## src/cpu_mode_pkg.sv

```systemverilog
package cpu_mode_pkg;

    // ****************************************
    // operating mode states
    // ****************************************
    typedef enum logic [5:0] {
        ST_REAL    = 6'h01,
        ST_PROT    = 6'h02,
        ST_COMPAT  = 6'h04,
        ST_LONG64  = 6'h08,
        ST_SMM     = 6'h10,
        ST_RESUME  = 6'h20
    } mode_state_t;

    // ****************************************
    // address and operand size codes
    // ****************************************
    typedef enum logic [1:0] {
        SZ_8  = 2'h0,
        SZ_16 = 2'h1,
        SZ_32 = 2'h2,
        SZ_64 = 2'h3
    } size_t;

    // ****************************************
    // register file shape
    // ****************************************
    localparam logic [4:0] GP_COUNT_LEGACY = 5'h08;
    localparam logic [4:0] GP_COUNT_EXT = 5'h10;
    localparam logic [6:0] GP_WIDTH_LEGACY = 7'h20;
    localparam logic [6:0] GP_WIDTH_EXT = 7'h40;
    localparam logic [4:0] VEC_COUNT_LEGACY = 5'h08;
    localparam logic [4:0] VEC_COUNT_EXT = 5'h10;

    // ****************************************
    // saved context layout and storage
    // ****************************************
    localparam int IP_W = 32;
    localparam int CTX_IP_LSB = 0;
    localparam int CTX_BIG_BIT = IP_W;
    localparam int CTX_LONG_BIT = IP_W + 1;
    localparam int CTX_EMUL_BIT = IP_W + 2;
    localparam int CTX_STATE_LSB = IP_W + 3;
    localparam int CTX_W = IP_W + 9;
    localparam int CTX_DEPTH = 2;
    localparam logic [0:0] CTX_SLOT_SMM = 1'h0;

    // ****************************************
    // values after reset
    // ****************************************
    localparam mode_state_t RESET_STATE = ST_REAL;
    localparam logic [IP_W-1:0] RESET_IP = 32'h0000_0000;

endpackage : cpu_mode_pkg

```

## src/pin_sync2.sv

```systemverilog
`timescale 1ns/1ps
`default_nettype none

module pin_sync2 #(
    parameter logic RESET_LEVEL = 1'b1
) (
    input wire logic clock,
    input wire logic rst_b,
    input wire logic async_in,
    output logic sync_out
);

    // ****************************************
    // two-stage synchroniser
    // ****************************************
    logic stage1_q;
    logic stage1_d;
    logic stage2_q;
    logic stage2_d;

    always_comb begin
        stage1_d = async_in;
        stage2_d = stage1_q;
    end

    always_ff @(posedge clock) begin
        if (!rst_b) begin
            stage1_q <= RESET_LEVEL;
            stage2_q <= RESET_LEVEL;
        end else begin
            stage1_q <= stage1_d;
            stage2_q <= stage2_d;
        end
    end

    assign sync_out = stage2_q;

endmodule : pin_sync2

`default_nettype wire

```

## src/context_store.sv

```systemverilog
`timescale 1ns/1ps
`default_nettype none

module context_store #(
    parameter int WIDTH = 41,
    parameter int DEPTH = 2
) (
    input wire logic clock,
    input wire logic wr_en,
    input wire logic [$clog2(DEPTH)-1:0] wr_addr,
    input wire logic [WIDTH-1:0] wr_data,
    input wire logic rd_en,
    input wire logic [$clog2(DEPTH)-1:0] rd_addr,
    output logic [WIDTH-1:0] rd_data_q
);

    // ****************************************
    // storage with registered read
    // ****************************************
    logic [WIDTH-1:0] mem [DEPTH];

    always_ff @(posedge clock) begin
        if (wr_en) begin
            mem[wr_addr] <= wr_data;
        end
        if (rd_en) begin
            rd_data_q <= mem[rd_addr];
        end
    end

endmodule : context_store

`default_nettype wire

```

## src/cpu_operating_mode_control.sv

```systemverilog
`timescale 1ns/1ps
`default_nettype none

// Overview of operation
// - reset always lands in real mode
// - pin or controller message enters management mode
// - entry saves context: mode, segment bits and instruction pointer
// - return restores saved context exactly
// - legacy emulation is per-task protected attribute
// - code segment picks compatibility or 64-bit
// - compatibility: 4 GByte linear, 16/32 sizes
// - compatibility: no emulation, no task switching
// - compatibility keeps physical address extension
// - 64-bit defaults: address 64, operand 32
// - 64-bit: 16 registers, 64 bits wide
// - 64-bit: extension prefix with wide bit sets 64-bit operand size
// - byte and word access in every mode
module cpu_operating_mode_control (
    input wire logic clock,
    input wire logic rst_b,
    input wire logic sys_mgmt_irq_pin_n,
    input wire logic sys_mgmt_interrupt,
    input wire logic sys_mgmt_resume,
    input wire logic mode_switch_req,
    input wire logic mode_switch_prot,
    input wire logic long_mode_enable,
    input wire logic physical_addr_extension,
    input wire logic code_seg_load,
    input wire logic code_seg_long,
    input wire logic code_seg_big,
    input wire logic task_switch,
    input wire logic task_legacy_emul,
    input wire logic [cpu_mode_pkg::IP_W-1:0] current_ip,
    input wire logic register_extension_prefix,
    input wire logic rex_wide,
    input wire logic opsize_override,
    input wire logic addrsize_override,
    input wire logic [3:0] reg_index,
    input wire cpu_mode_pkg::size_t access_width,
    output cpu_mode_pkg::mode_state_t mode_state_q,
    output logic long_mode_state_q,
    output logic system_management_mode_q,
    output logic legacy_emul_active_q,
    output logic hw_task_mgmt_ok_q,
    output logic all_priv_levels_q,
    output logic linear_limit_4g_q,
    output logic physical_addr_ext_q,
    output cpu_mode_pkg::size_t addr_size_q,
    output cpu_mode_pkg::size_t oper_size_q,
    output logic [4:0] gp_reg_count_q,
    output logic [6:0] gp_reg_width_q,
    output logic [4:0] vec_reg_count_q,
    output logic reg_index_ok_q,
    output logic access_width_ok_q,
    output logic resume_valid_q,
    output logic [cpu_mode_pkg::IP_W-1:0] resume_ip_q
);
    import cpu_mode_pkg::*;

    // ****************************************
    // decode helpers
    // ****************************************
    function automatic size_t flip_size(input logic big, input logic ovr);
        flip_size = (big ^ ovr) ? SZ_32 : SZ_16;
    endfunction : flip_size

    function automatic logic is_long(input mode_state_t st);
        is_long = (st == ST_COMPAT) || (st == ST_LONG64);
    endfunction : is_long

    function automatic logic is_protected(input mode_state_t st);
        is_protected = (st == ST_PROT) || is_long(st);
    endfunction : is_protected

    // ****************************************
    // interrupt pin synchroniser and event latch
    // ****************************************
    logic pin_sync_n, pin_prev_q, pin_prev_d;
    logic smi_pending_q, smi_pending_d, smi_event, smi_take;

    pin_sync2 #(
        .RESET_LEVEL(1'b1)
    ) u_pin_sync (
        .clock(clock),
        .rst_b(rst_b),
        .async_in(sys_mgmt_irq_pin_n),
        .sync_out(pin_sync_n)
    );

    // ****************************************
    // mode state and saved context
    // ****************************************
    mode_state_t state_d, ctx_state;
    logic emul_q, emul_d, cs_long_q, cs_long_d, cs_big_q, cs_big_d;
    logic ctx_wr_en, ctx_rd_en, resume_valid_d;
    logic [CTX_W-1:0] ctx_wr_data, ctx_rd_data;
    logic [IP_W-1:0] resume_ip_d, ctx_ip;

    context_store #(
        .WIDTH(CTX_W),
        .DEPTH(CTX_DEPTH)
    ) u_ctx (
        .clock(clock),
        .wr_en(ctx_wr_en),
        .wr_addr(CTX_SLOT_SMM),
        .wr_data(ctx_wr_data),
        .rd_en(ctx_rd_en),
        .rd_addr(CTX_SLOT_SMM),
        .rd_data_q(ctx_rd_data)
    );

    always_comb begin
        pin_prev_d = pin_sync_n;
        smi_event = (pin_prev_q && !pin_sync_n) || sys_mgmt_interrupt;
        smi_take = smi_pending_q && (mode_state_q != ST_SMM) && (mode_state_q != ST_RESUME);
        smi_pending_d = (smi_pending_q && !smi_take) || smi_event;
        ctx_state = mode_state_t'(ctx_rd_data[CTX_STATE_LSB +: 6]);
        ctx_ip = ctx_rd_data[CTX_IP_LSB +: IP_W];
        ctx_wr_data = {mode_state_q, emul_q, cs_long_q, cs_big_q, current_ip};
        ctx_wr_en = smi_take;
        ctx_rd_en = 1'b0;
        state_d = mode_state_q;
        emul_d = emul_q;
        cs_long_d = cs_long_q;
        cs_big_d = cs_big_q;
        resume_valid_d = 1'b0;
        resume_ip_d = resume_ip_q;
        if (smi_take) begin
            state_d = ST_SMM;
        end else begin
            unique case (mode_state_q)
                ST_REAL: begin
                    if (mode_switch_req && mode_switch_prot) begin
                        state_d = ST_PROT;
                    end
                end
                ST_PROT, ST_COMPAT, ST_LONG64: begin
                    if (mode_switch_req && !mode_switch_prot) begin
                        state_d = ST_REAL;
                    end else if (code_seg_load && long_mode_enable) begin
                        state_d = code_seg_long ? ST_LONG64 : ST_COMPAT;
                    end else if (code_seg_load) begin
                        state_d = ST_PROT;
                    end else if (is_long(mode_state_q) && !long_mode_enable) begin
                        state_d = ST_PROT;
                    end
                end
                ST_SMM: begin
                    if (sys_mgmt_resume) begin
                        ctx_rd_en = 1'b1;
                        state_d = ST_RESUME;
                    end
                end
                ST_RESUME: begin
                    state_d = ctx_state;
                    emul_d = ctx_rd_data[CTX_EMUL_BIT];
                    cs_long_d = ctx_rd_data[CTX_LONG_BIT];
                    cs_big_d = ctx_rd_data[CTX_BIG_BIT];
                    resume_ip_d = ctx_ip;
                    resume_valid_d = 1'b1;
                end
                default: begin
                    state_d = ST_REAL;
                end
            endcase
            if (code_seg_load && (mode_state_q != ST_SMM) && (mode_state_q != ST_RESUME)) begin
                cs_long_d = code_seg_long;
                cs_big_d = code_seg_big;
            end
            if (task_switch && (mode_state_q != ST_SMM) && (mode_state_q != ST_RESUME)) begin
                emul_d = task_legacy_emul;
            end
        end
        if (state_d != ST_PROT && state_d != ST_SMM && state_d != ST_RESUME) begin
            emul_d = 1'b0;
        end
    end

    always_ff @(posedge clock) begin
        if (!rst_b) begin
            mode_state_q <= RESET_STATE;
            pin_prev_q <= 1'b1;
            smi_pending_q <= 1'b0;
            emul_q <= 1'b0;
            cs_long_q <= 1'b0;
            cs_big_q <= 1'b0;
            resume_valid_q <= 1'b0;
            resume_ip_q <= RESET_IP;
        end else begin
            mode_state_q <= state_d;
            pin_prev_q <= pin_prev_d;
            smi_pending_q <= smi_pending_d;
            emul_q <= emul_d;
            cs_long_q <= cs_long_d;
            cs_big_q <= cs_big_d;
            resume_valid_q <= resume_valid_d;
            resume_ip_q <= resume_ip_d;
        end
    end

    // ****************************************
    // derived execution environment
    // ****************************************
    logic long_mode_d, smm_d, emul_out_d, hw_task_d, priv_d, limit_d, pae_d;
    size_t addr_size_d, oper_size_d;
    logic [4:0] gp_count_d, vec_count_d;
    logic [6:0] gp_width_d;
    logic reg_ok_d, width_ok_d;

    always_comb begin
        long_mode_d = is_long(state_d);
        smm_d = (state_d == ST_SMM);
        emul_out_d = emul_d && (state_d == ST_PROT);
        hw_task_d = (state_d == ST_PROT);
        priv_d = is_protected(state_d);
        limit_d = (state_d == ST_COMPAT) || !is_long(state_d);
        pae_d = physical_addr_extension && is_protected(state_d);
        gp_count_d = GP_COUNT_LEGACY;
        gp_width_d = GP_WIDTH_LEGACY;
        vec_count_d = VEC_COUNT_LEGACY;
        reg_ok_d = !reg_index[3];
        width_ok_d = (access_width != SZ_64);
        unique case (state_d)
            ST_LONG64: begin
                addr_size_d = addrsize_override ? SZ_32 : SZ_64;
                if (register_extension_prefix && rex_wide) begin
                    oper_size_d = SZ_64;
                end else begin
                    oper_size_d = opsize_override ? SZ_16 : SZ_32;
                end
                gp_count_d = GP_COUNT_EXT;
                gp_width_d = GP_WIDTH_EXT;
                vec_count_d = VEC_COUNT_EXT;
                reg_ok_d = !reg_index[3] || register_extension_prefix;
                width_ok_d = (access_width != SZ_64)
                    || (register_extension_prefix && rex_wide);
            end
            ST_PROT, ST_COMPAT: begin
                addr_size_d = flip_size(cs_big_d, addrsize_override);
                oper_size_d = flip_size(cs_big_d, opsize_override);
            end
            ST_REAL, ST_SMM, ST_RESUME: begin
                addr_size_d = flip_size(1'b0, addrsize_override);
                oper_size_d = flip_size(1'b0, opsize_override);
            end
            default: begin
                addr_size_d = SZ_16;
                oper_size_d = SZ_16;
            end
        endcase
    end

    always_ff @(posedge clock) begin
        if (!rst_b) begin
            long_mode_state_q <= 1'b0;
            system_management_mode_q <= 1'b0;
            legacy_emul_active_q <= 1'b0;
            hw_task_mgmt_ok_q <= 1'b0;
            all_priv_levels_q <= 1'b0;
            linear_limit_4g_q <= 1'b1;
            physical_addr_ext_q <= 1'b0;
            addr_size_q <= SZ_16;
            oper_size_q <= SZ_16;
            gp_reg_count_q <= GP_COUNT_LEGACY;
            gp_reg_width_q <= GP_WIDTH_LEGACY;
            vec_reg_count_q <= VEC_COUNT_LEGACY;
            reg_index_ok_q <= 1'b0;
            access_width_ok_q <= 1'b0;
        end else begin
            long_mode_state_q <= long_mode_d;
            system_management_mode_q <= smm_d;
            legacy_emul_active_q <= emul_out_d;
            hw_task_mgmt_ok_q <= hw_task_d;
            all_priv_levels_q <= priv_d;
            linear_limit_4g_q <= limit_d;
            physical_addr_ext_q <= pae_d;
            addr_size_q <= addr_size_d;
            oper_size_q <= oper_size_d;
            gp_reg_count_q <= gp_count_d;
            gp_reg_width_q <= gp_width_d;
            vec_reg_count_q <= vec_count_d;
            reg_index_ok_q <= reg_ok_d;
            access_width_ok_q <= width_ok_d;
        end
    end

    // ****************************************
    // checks
    // ****************************************
    a_reset_real: assert property (@(posedge clock) disable iff (!rst_b)
        !$past(rst_b) |-> (mode_state_q == ST_REAL) && (oper_size_q == SZ_16))
        else $error("not in real mode after reset");
    a_smi_entry: assert property (@(posedge clock) disable iff (!rst_b)
        (smi_pending_q && mode_state_q != ST_SMM && mode_state_q != ST_RESUME)
        |=> (mode_state_q == ST_SMM) && system_management_mode_q)
        else $error("pending management interrupt not taken");
    a_ctx_save: assert property (@(posedge clock) disable iff (!rst_b)
        $rose(system_management_mode_q) |-> $past(ctx_wr_en) && $past(mode_state_q) != ST_SMM)
        else $error("management mode entered without saving context");
    a_ctx_restore: assert property (@(posedge clock) disable iff (!rst_b)
        (mode_state_q == ST_RESUME) |=> resume_valid_q
        && (mode_state_q == $past(ctx_state)) && (resume_ip_q == $past(ctx_ip)))
        else $error("context not restored on return");
    a_emul_scope: assert property (@(posedge clock) disable iff (!rst_b)
        legacy_emul_active_q |-> (mode_state_q == ST_PROT) && hw_task_mgmt_ok_q)
        else $error("legacy emulation outside protected mode");
    a_cs_select: assert property (@(posedge clock) disable iff (!rst_b)
        (code_seg_load && long_mode_enable && !mode_switch_req && !smi_pending_q
        && is_protected(mode_state_q))
        |=> (mode_state_q == ($past(code_seg_long) ? ST_LONG64 : ST_COMPAT)))
        else $error("sub-mode not taken from code segment");
    a_compat_env: assert property (@(posedge clock) disable iff (!rst_b)
        (mode_state_q == ST_COMPAT) |-> linear_limit_4g_q && (addr_size_q != SZ_64)
        && (oper_size_q != SZ_64) && !hw_task_mgmt_ok_q && all_priv_levels_q)
        else $error("compatibility environment wrong");
    a_compat_pae: assert property (@(posedge clock) disable iff (!rst_b)
        (mode_state_q == ST_COMPAT) |-> (physical_addr_ext_q == $past(physical_addr_extension)))
        else $error("address extension lost in compatibility mode");
    a_64_default: assert property (@(posedge clock) disable iff (!rst_b)
        (mode_state_q == ST_LONG64) && !$past(register_extension_prefix)
        && !$past(opsize_override) && !$past(addrsize_override)
        |-> (addr_size_q == SZ_64) && (oper_size_q == SZ_32))
        else $error("64-bit default sizes wrong");
    a_64_regs: assert property (@(posedge clock) disable iff (!rst_b)
        (mode_state_q == ST_LONG64) |-> (gp_reg_count_q == GP_COUNT_EXT)
        && (gp_reg_width_q == GP_WIDTH_EXT) && (vec_reg_count_q == VEC_COUNT_EXT))
        else $error("64-bit register file shape wrong");
    a_rex_wide: assert property (@(posedge clock) disable iff (!rst_b)
        (mode_state_q == ST_LONG64) && $past(register_extension_prefix) && $past(rex_wide)
        |-> (oper_size_q == SZ_64) && access_width_ok_q)
        else $error("extension prefix did not select 64-bit operand");
    a_subreg_ok: assert property (@(posedge clock) disable iff (!rst_b)
        ((access_width == SZ_8) || (access_width == SZ_16)) |=> access_width_ok_q)
        else $error("byte or word access refused");

endmodule : cpu_operating_mode_control

`default_nettype wire

```

## config.mk

```make
export PLATFORM = sky130hd
export DESIGN_NAME = cpu_operating_mode_control
export DESIGN_NICKNAME = d
export VERILOG_FILES = /design/src/cpu_mode_pkg.sv /design/src/pin_sync2.sv /design/src/context_store.sv /design/src/cpu_operating_mode_control.sv
export SDC_FILE = /design/constraint.sdc
export NUM_CORES = 1
export LEC_CHECK = 0
export ABC_AREA = 1
export BUFFER_PORTS_ARGS = -buffer_cell sky130_fd_sc_hd__buf_4
export CAP_MARGIN = 20
export CORE_MARGIN = 2
export CORE_UTILIZATION = 25
export DETAILED_ROUTE_END_ITERATION = 10
export GPL_TIMING_DRIVEN = 0
export HOLD_SLACK_MARGIN = 0.08
export PLACE_DENSITY = 0.44
export SLEW_MARGIN = 10
export SYNTH_ARGS = -nofsm -noshare
export SYNTH_HDL_FRONTEND = slang
export SYNTH_SLANG_ARGS = --single-unit
```

## constraint.sdc

```tcl
create_clock -name clock -period 3.6 [get_ports clock]
set_input_delay 0.18 -clock clock [delete_from_list [all_inputs] [get_ports clock]]
set_output_delay 0.18 -clock clock [all_outputs]
set_load 0.1 [all_outputs]
```

After elaboration in Yosys (flattened, before gate mapping)
Memory sizes are Yosys's and may differ from the RTL's. A register that Yosys moved wholly into a read port is not among the register bits.
Cells that the tools add are included.
- register bits: 71
- bits of input ports: 56
- bits in writable memories: 82
- word-level logic and storage cells: 121
- memories kept: 1
- memory list (name ; depth ; bits a word ; read ports ; clocked after memory_dff ; write ports ; RTL line ; text):
    u_ctx.mem ; 2 ; 41 ; 1 ; 1 ; 1 ; context_store.sv:20 ; logic [WIDTH-1:0] mem [DEPTH];
- muxes and demuxes: 37
- reduce and logical (&&, ||, !) cells: 38
- bitwise logic cells: 4
- equality and inequality tests: 18
- operators by type and width (operator ; number):
    $mux W6 ; 7
    $pmux W6 S4 ; 1
    $mux W1 ; 18
    $logic_and A1 B1 Y1 ; 17
    $eq A6 B1 Y1 const B ; 2
    $eq A6 B2 Y1 const B ; 2
    $eq A6 B3 Y1 const B ; 2
    $eq A6 B4 Y1 const B ; 2
    $eq A6 B5 Y1 const B ; 2
    $eq A6 B6 Y1 const B ; 2
    $mux W2 ; 6
    $ne A6 B5 Y1 const B ; 2
    $ne A6 B6 Y1 const B ; 2
    $pmux W2 S3 ; 2
    $logic_or A1 B1 Y1 ; 8
    $mux W7 ; 1
    $logic_not A1 Y1 ; 6
    $ne A6 B2 Y1 const B ; 1
    $reduce_or A3 Y1 ; 2
    $mux W5 ; 1
    $mux W4 ; 1
    $reduce_and A2 Y1 ; 2
    $reduce_or A2 Y1 ; 2
    $ne A2 B2 Y1 const B ; 1
    3 further kinds ; 5

Logic depth before layout (Yosys ltp)
- depth after elaboration: 14
- mapped depth: 18
- depth with buffers taken out: 18

Hierarchy
A second synthesis with hierarchy kept.
- cells, all modules: 644
- area, all modules: 7085.5 um^2
- modules (own cells, without submodules) (module ; area each (um^2) ; cells each ; sequential area each (um^2) ; times used):
    context_store ; 4300.4 ; 260 ; 3693.5 ; 1
    cpu_operating_mode_control ; 2730.1 ; 378 ; 1181.1 ; 1
    pin_sync2 ; 55.1 ; 6 ; 40.0 ; 1

Worst setup path before layout
OpenSTA, ideal clock, no wires.
- kind: register to register
- start point: register mode_state_q[4]
- end point: register u_ctx.rd_data_q[0] (read register of u_ctx.mem), enable pin
- data required time: 3.162 ns
- slack: 0.149 ns
- data arrival time: 3.013 ns
- clock period less this slack: 3.451 ns
- library setup time: 0.438 ns
- cell stages (with the launch flop): 3
- path through: dfxtp_1 > nand4_4 > nor2_1
- word-level cells in the longest chain between the ends: 4
- RTL lines (element ; RTL line ; text):
    start: declaration ; cpu_operating_mode_control.sv:40 ; output cpu_mode_pkg::mode_state_t mode_state_q,
    start signal: assignment ; cpu_operating_mode_control.sv:190 ; mode_state_q <= state_d;
    $ne A6 B5 Y1 ; cpu_operating_mode_control.sv:115 ; smi_take = smi_pending_q && (mode_state_q != ST_SMM) && (mode_state_q != ST_RESUME);
    $logic_and A1 B1 Y1 (2 in a row) ; cpu_operating_mode_control.sv:115 ;
    $mux W1 * ; cpu_operating_mode_control.sv:128 ; if (smi_take) begin
    named net ctx_rd_en ; cpu_operating_mode_control.sv:95 ; logic ctx_wr_en, ctx_rd_en, resume_valid_d;
    end: declaration ; context_store.sv:14 ; output logic [WIDTH-1:0] rd_data_q
The timed path passes the listed nets; every way through them passes the cells marked *.
A chain may end at the register's enable or synchronous reset.

Worst setup path after layout
- start point: register mode_state_q[4]
- end point: register reg_index_ok_q
- RTL lines (element ; RTL line ; text):
    $ne A6 B5 Y1 ; cpu_operating_mode_control.sv:115 ;
    $logic_and A1 B1 Y1 ; cpu_operating_mode_control.sv:115 ;
    $logic_and A1 B1 Y1 * ; cpu_operating_mode_control.sv:115 ;
    named net ctx_wr_en ; cpu_operating_mode_control.sv:95 ;
    $mux W6 * ; cpu_operating_mode_control.sv:128 ;
    $eq A6 B4 Y1 * ; cpu_operating_mode_control.sv:223 ; unique case (state_d)
    $mux W1 * ; cpu_operating_mode_control.sv:223 ;
    end signal: assignment ; cpu_operating_mode_control.sv:282 ; reg_index_ok_q <= reg_ok_d;
    end: declaration ; cpu_operating_mode_control.sv:53 ; output logic reg_index_ok_q,
Marked as above.

==> results.json <==
{
  "cts.sinks": 140,
  "comb_power_share_pct": 10.7,
  "max_freq_ghz": 0.314,
  "synthDistinctLibCells": 35,
  "drive_gt1_share_pct": 30.9,
  "hold_viol": 0,
  "ys_seq_area_share_pct": 70.6,
  "area_growth_pct": 43.5,
  "final_util_pct": 36.4,
  "synth_top_area_cell": "edfxtp_1",
  "io_pins": 125,
  "initial_core_util_pct": 25.4,
  "worstSetupStartpointType": "register",
  "remaining_drc_errors": 0,
  "cts_buffers": 17,
  "ys_warn_count": 0,
  "synth_mux_area_share_pct": 0,
  "vdd_ir_drop_max_uv": 309,
  "p_leak_nw": 3.04,
  "yosys-top-cells-area": "edfxtp_1 47%, dfxtp_1 24%, nor2_1 6.5%",
  "crit_type": "register to register",
  "syn_avg_cell_area_um2": 11.4,
  "timing.final.crit_share_pct": 88.4,
  "p_switching_mw": 0.925,
  "wl_per_cell_um": 12.3,
  "cp_cell_sequence": "nor2_2 > nand3_4 > buf_6 > nand2_4 > nor2_4 > buf_12 > inv_4 > nand2_2 > nand2_2 > nor2_4 > nand2_2 > inv_2 > nand2_2 > inv_2 > nand2_1 > o21ai_2 > dlygate4sd3_1",
  "placed_cells": 841,
  "critPathArrivalTime_ns": 3.53,
  "vias_per_cell": 3.89,
  "core_area_mm2": 0.0201,
  "cts_tree": "built",
  "status": "finished, final reports clean",
  "power_frac_seq_pct": 45.9,
  "die_area_mm2": 0.0216,
  "crit_fanout": 24,
  "fill_cells": 1951,
  "hold_path.class": "primary input to register",
  "finalNonFillerCells": 913,
  "layout.nets": 686,
  "synthAdderAreaFrac_pct": 0,
  "synth_compound_area_share_pct": 5.69,
  "overflow": 0,
  "worstMarginPinSlew_ns": 0.690,
  "power_frac_clock_pct": 43.4,
  "grt_pass1_wl_um": 17600,
  "fp.dieH_um": 147,
  "die_w_um": 147,
  "antenna_found_initial": 0,
  "synth-xor-area-share_pct": 0.515,
  "cp_slowest_cell": "dlygate4sd3_1",
  "num_vias": 3551,
  "cp-end-kind": "register",
  "drv_cap": 0,
  "slew_viol_final": 0,
  "track_usage_pct": 10.7,
  "switching_share_pct": 24.1,
  "gp_congestion": 0.761,
  "clock_latency_ns": 0.41,
  "num_antenna_cells": 0,
  "cp_num_buf_inv": 6,
  "synth_top_area_share_pct": 47.1,
  "synth_area_mm2": 0.00510,
  "setup_violations": 0,
  "port_buffers": 110,
  "syn_inst": 449,
  "fin_setup_tns_ns": 0,
  "synth-seq-cells": 140,
  "antenna_left": 0,
  "cpPeakStageDelay_ns": 0.56,
  "cp_top_family": "simple AND/OR/NAND/NOR gates",
  "dr.pass1.iters": 4,
  "grt_pass1_vias": 3478,
  "crit_path_frequent_cell": "nand2_2",
  "p_per_area_mw_per_mm2": 524,
  "cts-root-to-sink-buffers": 2,
  "grt_max_degree": 30,
  "holdWs_ns": 0.104,
  "fin_crit_ns": 3.18,
  "clk_pin_slew_ns": 0.06,
  "cell_internal_pwr_mw": 2.91,
  "synth_top_family_by_area": "simple AND/OR/NAND/NOR gates",
  "slew_headroom_pct": 53.9,
  "drtIter0Drc": 119,
  "ctsRootBufferMaster": "clkbuf_16",
  "cts_max_level": 4,
  "rows": 52,
  "drt_wl_total_um": 11200,
  "dp_hpwl_um": 8030,
  "rsz0062_at_grt": "false",
  "fin_skew_ns": 0.00993,
  "yosys.area_share.simple_pct": 16.7,
  "cp.required_ns": 3.95
}
path summary, 6_finish.rpt:
path / start / to / slack [ns] / depth (start not counted)
setup / recovery: mode_state_q[4] / reg_index_ok_q / 0.42 / 17
hold / removal: opsize_override / oper_size_q[1] / 0.10 / 5
setup reg to reg: mode_state_q[4] / reg_index_ok_q / 0.42 / 17
hold reg to reg: u_pin_sync.stage1_q / u_pin_sync.sync_out / 0.41 / 1
logic make-up (layout without fill, tap and decap cells):
family,count (synthesis),count (layout)
simple gates,189,189
xor+xnor,3,3
compound gates,51,51
other cells,1,11
buf+inv,65,249
flops,140,140
placed cells by master (no fill, tap or decap), types with 3 or more instances in the layout:
master and n:
a21oi_1 4, buf_4 126, clkbuf_1 10, clkbuf_16 17, clkinv_2 3, clkinv_4 3
conb_1 11, dfxtp_1 60, dlygate4sd3_1 40, edfxtp_1 80, inv_1 31, inv_2 5
nand2_1 56, nand2_2 10, nand3_1 13, nand4_1 3, nor2_1 88, nor2_2 7
nor2_4 4, o21ai_0 36, o21ai_2 4, xor2_1 3
registers in the layout, summed over array words and instances (netlist names):
signal                    flops
access_width_ok_q             1
addr_size_q                   2
all_priv_levels_q             1
cs_big_q                      1
emul_q                        1
gp_reg_width_q                2
hw_task_mgmt_ok_q             1
legacy_emul_active_q          1
linear_limit_4g_q             1
long_mode_state_q             1
mode_state_q                  6
oper_size_q                   2
physical_addr_ext_q           1
pin_prev_q                    1
reg_index_ok_q                1
resume_ip_q                  32
resume_valid_q                1
smi_pending_q                 1
system_management_mode_q      1
u_ctx.mem                    40
u_ctx.rd_data_q              40
u_pin_sync.stage1_q           1
u_pin_sync.sync_out           1
timing repair:
action                                 CTS  global route
buffers inserted                         0             0
hold buffers                            40             0
resized for setup                        0             0
endpoints found under the hold margin   39             0
per-layer routing:
layer | vias up | GRT usage (%) | share of wire [%]
met5 | - | 0 | 0
met4 | 0 | 3.61 | 0.62
met3 | 4 | 3.91 | 5.0
met2 | 89 | 18.1 | 49
met1 | 1633 | 12.7 | 45
li1 | 1825 | - | -
through the flow:
step	total power [mW]	cell area [µm²]	setup WS, ns
4_1_cts	3.90	7320	0.338
2_1_floorplan	2.06	5140	0.149
3_3_place_gp	2.16	6310	-0.381
5_1_grt	3.99	7320	0.140
6_report	3.84	7320	0.419
3_5_place_dp	2.17	6350	0.792
synthesized netlist by cell type:
master / instances
nand3_4: 1
xor2_1: 3
edfxtp_1: 80
o22ai_2: 1
o21ai_0: 36
nand2_2: 10
o211ai_1: 2
nand4_4: 1
nand3_2: 1
buf_4: 16
nor2_2: 7
nand3_1: 13
o21ai_1: 1
inv_2: 5
dfxtp_1: 60
nor2_1: 89
inv_4: 1
a21oi_1: 4
a21oi_2: 1
or2_2: 2
a31oi_1: 1
a21boi_1: 1
nand3b_1: 1
clkbuf_1: 8
inv_1: 31
and3_1: 1
o21ai_2: 4
buf_2: 1
nand2_1: 56
buf_6: 2
nand4_1: 3
nand2_4: 1
nor2_4: 3
conb_1: 1
clkbuf_4: 1
power by group through the flow:
stage | Sequential, mW | Combinational (mW) | Clock [mW]
after floorplan | 1.88 | 0.179 | 0
after global placement | 1.79 | 0.369 | 0
after detailed placement | 1.79 | 0.378 | 0
after CTS | 1.76 | 0.414 | 1.73
after global routing | 1.76 | 0.442 | 1.79
final | 1.76 | 0.411 | 1.67
layout make-up:
| type | instances | area, µm² | share of cell area [%] |
|---|---|---|---|
| buffer | 28 | 185 | 2.53 |
| clock buffer | 20 | 447 | 6.10 |
| clock inverter | 12 | 124 | 1.69 |
| inverter | 37 | 141 | 1.93 |
| multi-input combinational | 254 | 1220 | 16.7 |
| sequential | 140 | 3600 | 49.2 |
| tap | 270 | 338 | 4.61 |
| timing repair buffer | 152 | 1270 | 17.3 |
tightest hold or removal path, delay by kind of cell:
family | cells | cell delay (ns)
buf+inv | 2 | 0.14
simple gates | 3 | 0.17
Power figures use the tool's default switching activity.
